### src/core/eaf_regs.svh
`ifndef EAF_REGS_SVH
`define EAF_REGS_SVH
// Register byte offsets (low address byte)
`define EAF_CTRL_OFS 8'h00
`define EAF_STAT_OFS 8'h04
`define EAF_EA_OFS 8'h08
`define EAF_PSEL_OFS 8'h0C
`define EAF_PDAT_OFS 8'h10
`define EAF_CTRL_RST 1'h0
// Decode word layout
`define EAF_W_BITS 13
`define EAF_W_ENT_LSB 9
`define EAF_W_IND 8
`define EAF_W_LONG 7
`define EAF_W_POST 6
`define EAF_W_PRE 5
`define EAF_W_ITA 4
`define EAF_W_TRAP 3
`define EAF_W_DA 2
`define EAF_W_DB 1
`define EAF_W_GEN 0
`define EAF_PROM_N 3
`define EAF_PROM_D 16
`endif

### src/core/eaf_pkg.sv
`include "eaf_regs.svh"
package eaf_pkg;
   typedef enum logic [1:0] {EAF_MODE_S, EAF_MODE_R, EAF_MODE_V, EAF_MODE_I} eaf_mode_t;
   typedef enum logic [2:0] {
      EAF_F_NONE, EAF_F_DIRECT, EAF_F_INDEXED, EAF_F_IND, EAF_F_PRE, EAF_F_POST
   } eaf_form_t;
   typedef enum logic {EAF_ST_RUN, EAF_ST_CHAIN} eaf_st_t;
   typedef logic [`EAF_W_BITS-1:0] eaf_word_t;
   typedef struct packed {
      eaf_word_t [`EAF_PROM_N-1:0][`EAF_PROM_D-1:0] prom;
      logic en;
      logic [5:0] psel;
      logic a_wr;
      logic [7:0] a_addr;
      logic [31:0] rdata;
      logic s4_v;
      eaf_word_t s4_word;
      eaf_form_t s4_form;
      logic [31:0] s4_base;
      logic [31:0] s4_off;
      logic [15:0] s4_idx;
      logic s5_v;
      eaf_form_t s5_form;
      logic [31:0] s5_sum;
      logic [15:0] s5_idx;
      logic [3:0] s5_ent;
      eaf_st_t st;
      logic [31:0] ch_addr;
      logic ch_post;
      logic [15:0] ch_idx;
      logic [3:0] ch_ent;
      logic [31:0] ea;
      logic ea_v;
   } eaf_state_t;
endpackage

### src/core/eaf_unit.sv
// Behaviour
// - Pick direct, indexed, indirect or indirect-indexed from instruction fields.
// - Address math in stages five and six; result registered end of six.
// - Direct: base register plus displacement.
// - Indexed: base plus index plus displacement.
// - Short indirection: displacement addresses procedure segment; fetched word is address.
// - Follow fetched indirect addresses until one holds no further indirection.
// - Long indirection: displacement points at word holding full effective address.
// - Preindexed: index, base, displacement summed, then chain resolved.
// - Postindexed: base plus displacement, chain resolved, then index added.
// - Native mode: 16-bit displacement; unnamed base uses procedure base, low half zero.
// - Virtual short with sector set: signed 9-bit displacement plus program counter.
// - Virtual short sector clear: field picks stack or link base plus displacement.
// - Relative long: opcode bits 15,16 pick stack base or zero.
// - Relative short: sector set adds to program counter, clear adds to zero.
// - Three decode PROMs addressed by microsequencer-supplied encoded address.
// - Four decode bits go to microsequencer as sixteen dispatch points.
// - Nine decode flags steer the addressing.
// - Two decode address bits also drive ring weakening.
// - PROM outputs share one bus; exactly one PROM enabled by mode.
// - PROMs read in stage four; decode registered at its end.
// - Microcode help stalls front end until microcode finishes.
// - Native type field: 3 indirect/post, 2 indirect/pre, 1 direct/indexed, 0 none.
//
// The implementer's own choices: the address map and the AHB-Lite interface to the registers.
`timescale 1ns/1ps
`default_nettype none
`include "eaf_regs.svh"
module eaf_unit (
   input wire logic core_clk_i,
   input wire logic rst_n_i,
   // AHB-Lite slave
   input wire logic hsel_i,
   input wire logic [31:0] haddr_i,
   input wire logic [1:0] htrans_i,
   input wire logic hwrite_i,
   input wire logic [2:0] hsize_i,
   input wire logic [31:0] hwdata_i,
   input wire logic hready_i,
   output logic hreadyout_o,
   output logic hresp_o,
   output logic [31:0] hrdata_o,
   // Stage four instruction side
   input wire logic valid_i,
   input wire eaf_pkg::eaf_mode_t mode_i,
   input wire logic [3:0] prom_addr_i,
   input wire logic [1:0] address_type_field_i,
   input wire logic [1:0] cb_bits_i,
   input wire logic sector_bit_i,
   input wire logic [15:0] disp_i,
   input wire logic base_named_i,
   input wire logic index_named_i,
   input wire logic [31:0] selected_base_reg_i,
   input wire logic [31:0] procedure_base_i,
   input wire logic [31:0] stack_base_i,
   input wire logic [31:0] link_base_i,
   input wire logic [15:0] program_counter_word_i,
   input wire logic [15:0] index_reg_i,
   output logic stall_o,
   // Decode flags
   output logic [1:0] ring_weak_o,
   output logic address_trap_enable_o,
   output logic reg_or_immediate_type_flag_o,
   output logic generic_form_flag_o,
   // Microsequencer help and indirect reads
   output logic ucode_req_o,
   output logic [3:0] ucode_entry_o,
   output logic ind_req_o,
   output logic [31:0] ind_addr_o,
   input wire logic ind_ack_i,
   input wire logic [31:0] ind_data_i,
   input wire logic ind_more_i,
   // Cache / translation_buffer address
   output logic [31:0] ea_o,
   output logic ea_v_o
);
   import eaf_pkg::*;

   eaf_state_t state_ff;
   eaf_state_t nxt_state;
   logic [1:0] psel_mode;
   eaf_word_t [`EAF_PROM_N-1:0] prom_bus;
   eaf_word_t prom_word;
   logic take;

   ////////////////////////////////////////////////////////////////////////////////
   function automatic logic is_ind(input eaf_form_t f);
      is_ind = (f == EAF_F_IND) || (f == EAF_F_PRE) || (f == EAF_F_POST);
   endfunction

   function automatic eaf_form_t form_of(
      input eaf_mode_t m, input logic [1:0] tf, input eaf_word_t w, input logic ix);
      eaf_form_t f;
      f = EAF_F_NONE;
      if (m == EAF_MODE_I) begin
         unique case (tf)
            2'h3: f = ix ? EAF_F_POST : EAF_F_IND;
            2'h2: f = ix ? EAF_F_PRE : EAF_F_IND;
            2'h1: f = ix ? EAF_F_INDEXED : EAF_F_DIRECT;
            2'h0: f = EAF_F_NONE;
         endcase
      end else if (w[`EAF_W_IND]) begin
         if (w[`EAF_W_POST]) begin
            f = EAF_F_POST;
         end else if (w[`EAF_W_PRE]) begin
            f = EAF_F_PRE;
         end else begin
            f = EAF_F_IND;
         end
      end else if (w[`EAF_W_PRE] | w[`EAF_W_POST]) begin
         f = EAF_F_INDEXED;
      end else begin
         f = EAF_F_DIRECT;
      end
      return f;
   endfunction

   function automatic logic [31:0] reg_read(input eaf_state_t s, input logic [7:0] a);
      logic [31:0] d;
      d = 32'h0000_0000;
      unique case (a)
         `EAF_CTRL_OFS: d = {31'h0000_0000, s.en};
         `EAF_STAT_OFS: d = {27'h000_0000, s.ch_ent, s.st == EAF_ST_CHAIN};
         `EAF_EA_OFS: d = s.ea;
         `EAF_PSEL_OFS: d = {26'h000_0000, s.psel};
         `EAF_PDAT_OFS: begin
            if (s.psel[5:4] != 2'h3) begin
               d = {19'h0_0000, s.prom[s.psel[5:4]][s.psel[3:0]]};
            end
         end
         default: d = 32'h0000_0000;
      endcase
      return d;
   endfunction

   ////////////////////////////////////////////////////////////////////////////////
   // One PROM drives the shared bus; the others float, modelled as zero
   assign psel_mode = (mode_i == EAF_MODE_I) ? 2'h2 : (mode_i == EAF_MODE_V) ? 2'h1 : 2'h0;
   generate
      for (genvar g = 0; g < `EAF_PROM_N; g++) begin : g_prom
         assign prom_bus[g] = (psel_mode == 2'(g)) ?
            state_ff.prom[g][prom_addr_i] : '0;
      end
   endgenerate
   assign prom_word = prom_bus[0] | prom_bus[1] | prom_bus[2];

   // Help needed anywhere in flight holds the front end
   assign stall_o = (state_ff.st == EAF_ST_CHAIN) |
      (state_ff.s4_v & is_ind(state_ff.s4_form)) |
      (state_ff.s5_v & is_ind(state_ff.s5_form));
   assign take = valid_i & state_ff.en & ~stall_o;

   ////////////////////////////////////////////////////////////////////////////////
   always_comb begin
      eaf_word_t w;
      logic [31:0] sx9;
      logic [31:0] sx16;
      logic [31:0] pb_seg;
      w = prom_word;
      sx9 = {{23{disp_i[8]}}, disp_i[8:0]};
      sx16 = {{16{disp_i[15]}}, disp_i};
      pb_seg = {procedure_base_i[31:16], 16'h0000};
      nxt_state = state_ff;
      nxt_state.ea_v = 1'b0;

      // Bus address phase; data phase write uses the captured address
      nxt_state.a_wr = hready_i & hsel_i & htrans_i[1] & hwrite_i;
      if (hready_i) begin
         nxt_state.a_addr = haddr_i[7:0];
      end
      if (hready_i & hsel_i & htrans_i[1] & ~hwrite_i) begin
         nxt_state.rdata = reg_read(state_ff, haddr_i[7:0]);
      end
      if (state_ff.a_wr) begin
         unique case (state_ff.a_addr)
            `EAF_CTRL_OFS: nxt_state.en = hwdata_i[0];
            `EAF_PSEL_OFS: nxt_state.psel = hwdata_i[5:0];
            `EAF_PDAT_OFS: begin
               if (state_ff.psel[5:4] != 2'h3) begin
                  nxt_state.prom[state_ff.psel[5:4]][state_ff.psel[3:0]] =
                     hwdata_i[`EAF_W_BITS-1:0];
               end
            end
            default: ;
         endcase
      end

      // Stage four: decode read and base selection
      nxt_state.s4_v = take;
      if (take) begin
         nxt_state.s4_word = w;
         nxt_state.s4_form = form_of(mode_i, address_type_field_i, w, index_named_i);
         nxt_state.s4_idx = index_reg_i;
         nxt_state.s4_off = sx16;
         unique case (mode_i)
            EAF_MODE_I: begin
               // Unnamed base falls back to procedure base with zero low half
               nxt_state.s4_base = base_named_i ? selected_base_reg_i : pb_seg;
            end
            EAF_MODE_V: begin
               if (w[`EAF_W_LONG]) begin
                  nxt_state.s4_base = base_named_i ? selected_base_reg_i : pb_seg;
               end else if (sector_bit_i) begin
                  nxt_state.s4_base = {procedure_base_i[31:16], program_counter_word_i};
                  nxt_state.s4_off = sx9;
               end else begin
                  nxt_state.s4_base = disp_i[8] ? link_base_i : stack_base_i;
                  nxt_state.s4_off = {24'h00_0000, disp_i[7:0]};
               end
            end
            default: begin
               if (w[`EAF_W_LONG]) begin
                  nxt_state.s4_base = (cb_bits_i == 2'h3) ? stack_base_i : pb_seg;
               end else if (sector_bit_i) begin
                  nxt_state.s4_base = {procedure_base_i[31:16], program_counter_word_i};
                  nxt_state.s4_off = sx9;
               end else begin
                  // Zero offset within the procedure segment, also the indirect pointer
                  nxt_state.s4_base = pb_seg;
                  nxt_state.s4_off = {23'h00_0000, disp_i[8:0]};
               end
            end
         endcase
      end

      // Stage five: adder path, index joins here for indexed and preindexed forms only
      nxt_state.s5_v = state_ff.s4_v;
      nxt_state.s5_form = state_ff.s4_form;
      nxt_state.s5_idx = state_ff.s4_idx;
      nxt_state.s5_ent = state_ff.s4_word[`EAF_W_ENT_LSB +: 4];
      nxt_state.s5_sum = state_ff.s4_base + state_ff.s4_off;
      if (state_ff.s4_form == EAF_F_INDEXED || state_ff.s4_form == EAF_F_PRE) begin
         nxt_state.s5_sum = state_ff.s4_base + state_ff.s4_off +
            {16'h0000, state_ff.s4_idx};
      end

      // Stage six: deliver or hand over to the chain walk
      unique case (state_ff.st)
         EAF_ST_RUN: begin
            if (state_ff.s5_v && is_ind(state_ff.s5_form)) begin
               nxt_state.st = EAF_ST_CHAIN;
               nxt_state.ch_addr = state_ff.s5_sum;
               nxt_state.ch_post = (state_ff.s5_form == EAF_F_POST);
               nxt_state.ch_idx = state_ff.s5_idx;
               nxt_state.ch_ent = state_ff.s5_ent;
            end else if (state_ff.s5_v && state_ff.s5_form != EAF_F_NONE) begin
               nxt_state.ea = state_ff.s5_sum;
               nxt_state.ea_v = 1'b1;
            end
         end
         EAF_ST_CHAIN: begin
            if (ind_ack_i) begin
               if (ind_more_i) begin
                  nxt_state.ch_addr = ind_data_i;
               end else begin
                  // Fetched word is the full address; post index added last
                  nxt_state.ea = ind_data_i +
                     (state_ff.ch_post ? {16'h0000, state_ff.ch_idx} : 32'h0000_0000);
                  nxt_state.ea_v = 1'b1;
                  nxt_state.st = EAF_ST_RUN;
               end
            end
         end
      endcase
   end

   always_ff @(posedge core_clk_i or negedge rst_n_i) begin
      if (!rst_n_i) begin
         state_ff <= '0;
         state_ff.en <= `EAF_CTRL_RST;
         state_ff.st <= EAF_ST_RUN;
      end else begin
         state_ff <= nxt_state;
      end
   end

   ////////////////////////////////////////////////////////////////////////////////
   // Zero wait state slave; read data is captured in the address phase
   assign hreadyout_o = 1'b1;
   assign hresp_o = 1'b0;
   assign hrdata_o = state_ff.rdata;

   assign ring_weak_o = {state_ff.s4_word[`EAF_W_DA], state_ff.s4_word[`EAF_W_DB]};
   assign address_trap_enable_o = state_ff.s4_word[`EAF_W_TRAP];
   assign reg_or_immediate_type_flag_o = state_ff.s4_word[`EAF_W_ITA];
   assign generic_form_flag_o = state_ff.s4_word[`EAF_W_GEN];
   assign ucode_req_o = (state_ff.st == EAF_ST_CHAIN);
   assign ucode_entry_o = state_ff.ch_ent;
   assign ind_req_o = (state_ff.st == EAF_ST_CHAIN);
   assign ind_addr_o = state_ff.ch_addr;
   assign ea_o = state_ff.ea;
   assign ea_v_o = state_ff.ea_v;
endmodule
`default_nettype wire

### config.mk
export PLATFORM = sky130hd
export DESIGN_NAME = eaf_unit
export DESIGN_NICKNAME = d
export VERILOG_FILES = /design/src/core/eaf_pkg.sv /design/src/core/eaf_unit.sv
export VERILOG_INCLUDE_DIRS = /design/src /design/src/core
export SDC_FILE = /design/constraint.sdc
export NUM_CORES = 2
export LEC_CHECK = 0
export ABC_CLOCK_PERIOD_IN_PS = 10100
export BUFFER_PORTS_ARGS = -buffer_cell sky130_fd_sc_hd__buf_2
export CAP_MARGIN = 20
export CORE_MARGIN = 2
export CORE_UTILIZATION = 45
export DETAILED_ROUTE_END_ITERATION = 16
export SETUP_SLACK_MARGIN = 0.05
export SYNTH_ARGS = -nofsm -noshare
export SYNTH_HDL_FRONTEND = slang
export SYNTH_SLANG_ARGS = --single-unit
export TNS_END_PERCENT = 10
### constraint.sdc
create_clock -name core_clk_i -period 10.1 [get_ports core_clk_i]
set_input_delay 0.505 -clock core_clk_i [delete_from_list [all_inputs] [get_ports core_clk_i]]
set_output_delay 0.505 -clock core_clk_i [all_outputs]
set_load 0.005 [all_outputs]
==> out/results.tsv <==
stage	metric	value	unit
status	status	finished clean	
clocking	clkSinkCount	892	
pwr	leakage	0.0252	uW
worst_setup_path	r2r_end	hrdata_o[3]	
grt	grt_overflow_total	0	
worst_setup_path	path_cells	buf_12, buf_4, mux2i_1, nor2_1, a21oi_1, o22a_1, o21ai_0, nor4_1, o21ai_0, a22oi_1, o21ai_0	
grt	grt_max_degree	171	
sta	fin_skew	0.0320	ns
synthesis	ys_types	74	
pwr	cellPowerDensity	214	nW/um^2
floorplan	initial_utilization	45.3	%
pwr	ir_drop	187	uV
grt	grt_usage	28.2	%
synthesis	synth.net_count	4756	
synthesis	netlist_top_cells_count	dfrtp_1, mux2_2, nand2_1	
final_layout	drive_gt1_share	34.2	%
sta	slew_headroom	13.2	%
synthesis	synth_area_leaders	dfrtp_1, mux2_2, mux4_2	
worst_setup_path	r2r_cells	11	
worst_setup_path	max_stage_delay	0.98	ns
floorplan	dieArea	114000	um^2
min_path	hold_depth	3	
placement	gp_congestion	0.871	
floorplan	num_io_pins	409	
route	vias	36900	
worst_setup_path	crit_path_start_kind	flop	
worst_setup_path	endpoint_kind	flop	
floorplan	die_h	337	um
route	wl_per_cell	26.8	um
worst_setup_path	critical_path.max_fanout	95	
placement	dpl_worst_slack	4.61	ns
grt	antenna_found_initial	4	
final_layout	final_cells	6062	
synthesis	synth-edff-count	0	
floorplan	die_width	337	um
sta	clock.fmax	199	MHz
worst_setup_path	cp_slowest_cell	dfrtp_4	
synthesis	synth-async-reset-ratio	100	%
grt	grt_pass1_wl	239	mm
clocking	numCtsBuffers	100	
route	ant_nets	0	
route	wl	163	mm
sta	finalSetupViolCount	0	
sta	fin_crit_sh	49.7	%
clocking	cts_tree	yes	
final_layout	fin_area	56200	um^2
sta	min_period	5.02	ns
worst_setup_path	cpLargestDelayFamily	compound AO/OA/AOI/OAI gates	
route	drtIter0Drc	3661	
synthesis	synth.most_common_cell	dfrtp_1	
final_layout	finalNetCount	4855	
sta	tightest_slew	1.30	ns
synthesis	yosysTopAreaCell	dfrtp_1	
worst_setup_path	reg2reg_slack	5.08	ns
route	firstDrtPassIters	5	
sta	setup_slack	5.08	ns
synthesis	synth.cell_area	50000	um^2
floorplan	core-area	111000	um^2
min_path	min_to	state_ff[160]	
placement	port_buffers	343	
clocking	clkSlewWorstSetupHoldPaths	0.06	ns
synthesis	synth_seq_cells	892	
clocking	clk_path_buf_depth	3	
clocking	clockRootBuffer	clkbuf_16	
final_layout	area_growth	12.4	%
min_path	holdCritPathClass	input pin to flop	
worst_setup_path	path_common_cell	o21ai_0	
floorplan	row_count	122	
sta	rsz0062_at_grt	no	
placement	placed_cell_area	52400	um^2
sta	finalSetupTns	0	ns
pwr	p_total	12100	uW
clocking	htreeDepth	3	
worst_setup_path	crit_required	10.65	ns
job	maxCapViolCount	0	
worst_setup_path	cp.arrival	5.57	ns
synthesis	synthCells	4389	
route	drc_errors	0	
synthesis	synth_ff_type	dfrtp_1	
placement	place_inst	5851	
synthesis	synth_top_area_share	44.6	%
synthesis	synth-seq-area-share	44.6	%
sta	hold_viol	0	
clocking	cts_setup_buffers	0	
worst_setup_path	critPathKind	flop to flop	
worst_setup_path	critical_path_buf_inv_count	2	
worst_setup_path	rr_startpoint	state_ff[286]	
clocking	clock_latency	0.71	ns
synthesis	yosys_warnings	0	
route	vias_per_cell	6.09	
min_path	hold_start	disp_i[1]	
grt	grt_pass1_vias	35600	
synthesis	syn_avg_cell_area	11.4	um^2
sta	finalMaxSlewViolations	0	
placement	post-dp-hpwl	109	mm
==> through the flow <==
stage	util, %	hold slack (ns)
finish	50.9	0.0293
global route	50.9	0.0349
CTS	50.8	0.00531
detailed placement	47.4	0.369
global placement	47.4	0.359
floorplan	-	0.209
==> worst max path at each step <==
stage / startpoint / to / slack (ns) / cells after the start
finish: state_ff[286] / hrdata_o[3] / 5.08 / 11
global route: state_ff[286] / hrdata_o[9] / 4.96 / 10
CTS: state_ff[286] / state_ff[842] / 5.24 / 7
detailed placement: prom_addr_i[0] / state_ff[207] / 4.61 / 11
global placement: prom_addr_i[0] / state_ff[207] / 4.61 / 11
floorplan: state_ff[159] / state_ff[136] / 6.04 / 12
==> sequential cells by signal (all words and copies together) (netlist names) <==
register,flops
address_trap_enable_o,1
ea_o,32
ind_req_o,1
hrdata_o,32
ring_weak_o,2
ucode_entry_o,4
ea_v_o,1
generic_form_flag_o,1
ind_addr_o,32
nxt_state,24
state_ff,761
reg_or_immediate_type_flag_o,1
==> metal layers <==
layer  GRT usage (%)  vias up  routed length (um)
met1            39.6    19000               69200
met2            43.6     1505               74200
li1                -    16200                   -
met5               0        -                  13
met3            5.85      283               13800
met4            9.45        2                5580
==> cells by family after synthesis <==
| family | count (synthesis) | synth area share (%) |
|---|---|---|
| xor+xnor | 80 | 1.40 |
| flops | 892 | 44.6 |
| buf+inv | 486 | 4.46 |
| other cells | 2 | 0.0150 |
| fa+ha+maj | 69 | 1.77 |
| compound gates | 792 | 9.86 |
| mux | 1145 | 30.0 |
| simple gates | 923 | 7.84 |
==> power breakdown <==
| group | internal (uW) | switching [uW] | total (uW) |
|---|---|---|---|
| Clock | 2370 | 1550 | 3920 |
| Sequential | 4020 | 417 | 4440 |
| Combinational | 1480 | 2220 | 3700 |
==> final cells by class <==
| type | count | area, um^2 |
|---|---|---|
| timing repair buffer | 454 | 2740 |
| antenna | 5 | 12.5 |
| fill | 9950 | 54300 |
| clock buffer | 144 | 2970 |
| multi-input combinational | 3011 | 25600 |
| inverter | 29 | 109 |
| sequential | 892 | 22300 |
| tap | 1488 | 1860 |
| clock inverter | 39 | 576 |
==> placed cells by master, fill, tap and decap left out, types with 48 or more instances in the layout <==
master	n
clkbuf_16	102
mux4_2	218
mux2i_1	258
buf_2	340
dfrtp_1	887
a22oi_1	65
mux2_2	669
nand3_1	48
a21oi_1	211
ha_1	66
buf_4	81
nand2_1	464
o211ai_1	70
o21ai_0	241
nor2_1	210
==> worst register-to-register path, cell delays in order (launching register included) <==
cell	delay (ns)
dfrtp_4	0.98
buf_12	0.63
buf_4	0.81
mux2i_1	0.33
nor2_1	0.06
a21oi_1	0.15
o22a_1	0.15
o21ai_0	0.19
nor4_1	0.73
o21ai_0	0.52
a22oi_1	0.26
o21ai_0	0.09
==> repair_timing <==
| action | in CTS | in global routing |
|---|---|---|
| hold endpoints to repair | 67 | 0 |
| hold buffers | 21 | 0 |
| setup endpoints to repair | 0 | 0 |
| gates resized for setup | 0 | 0 |
(Power assumes the default switching activity.)
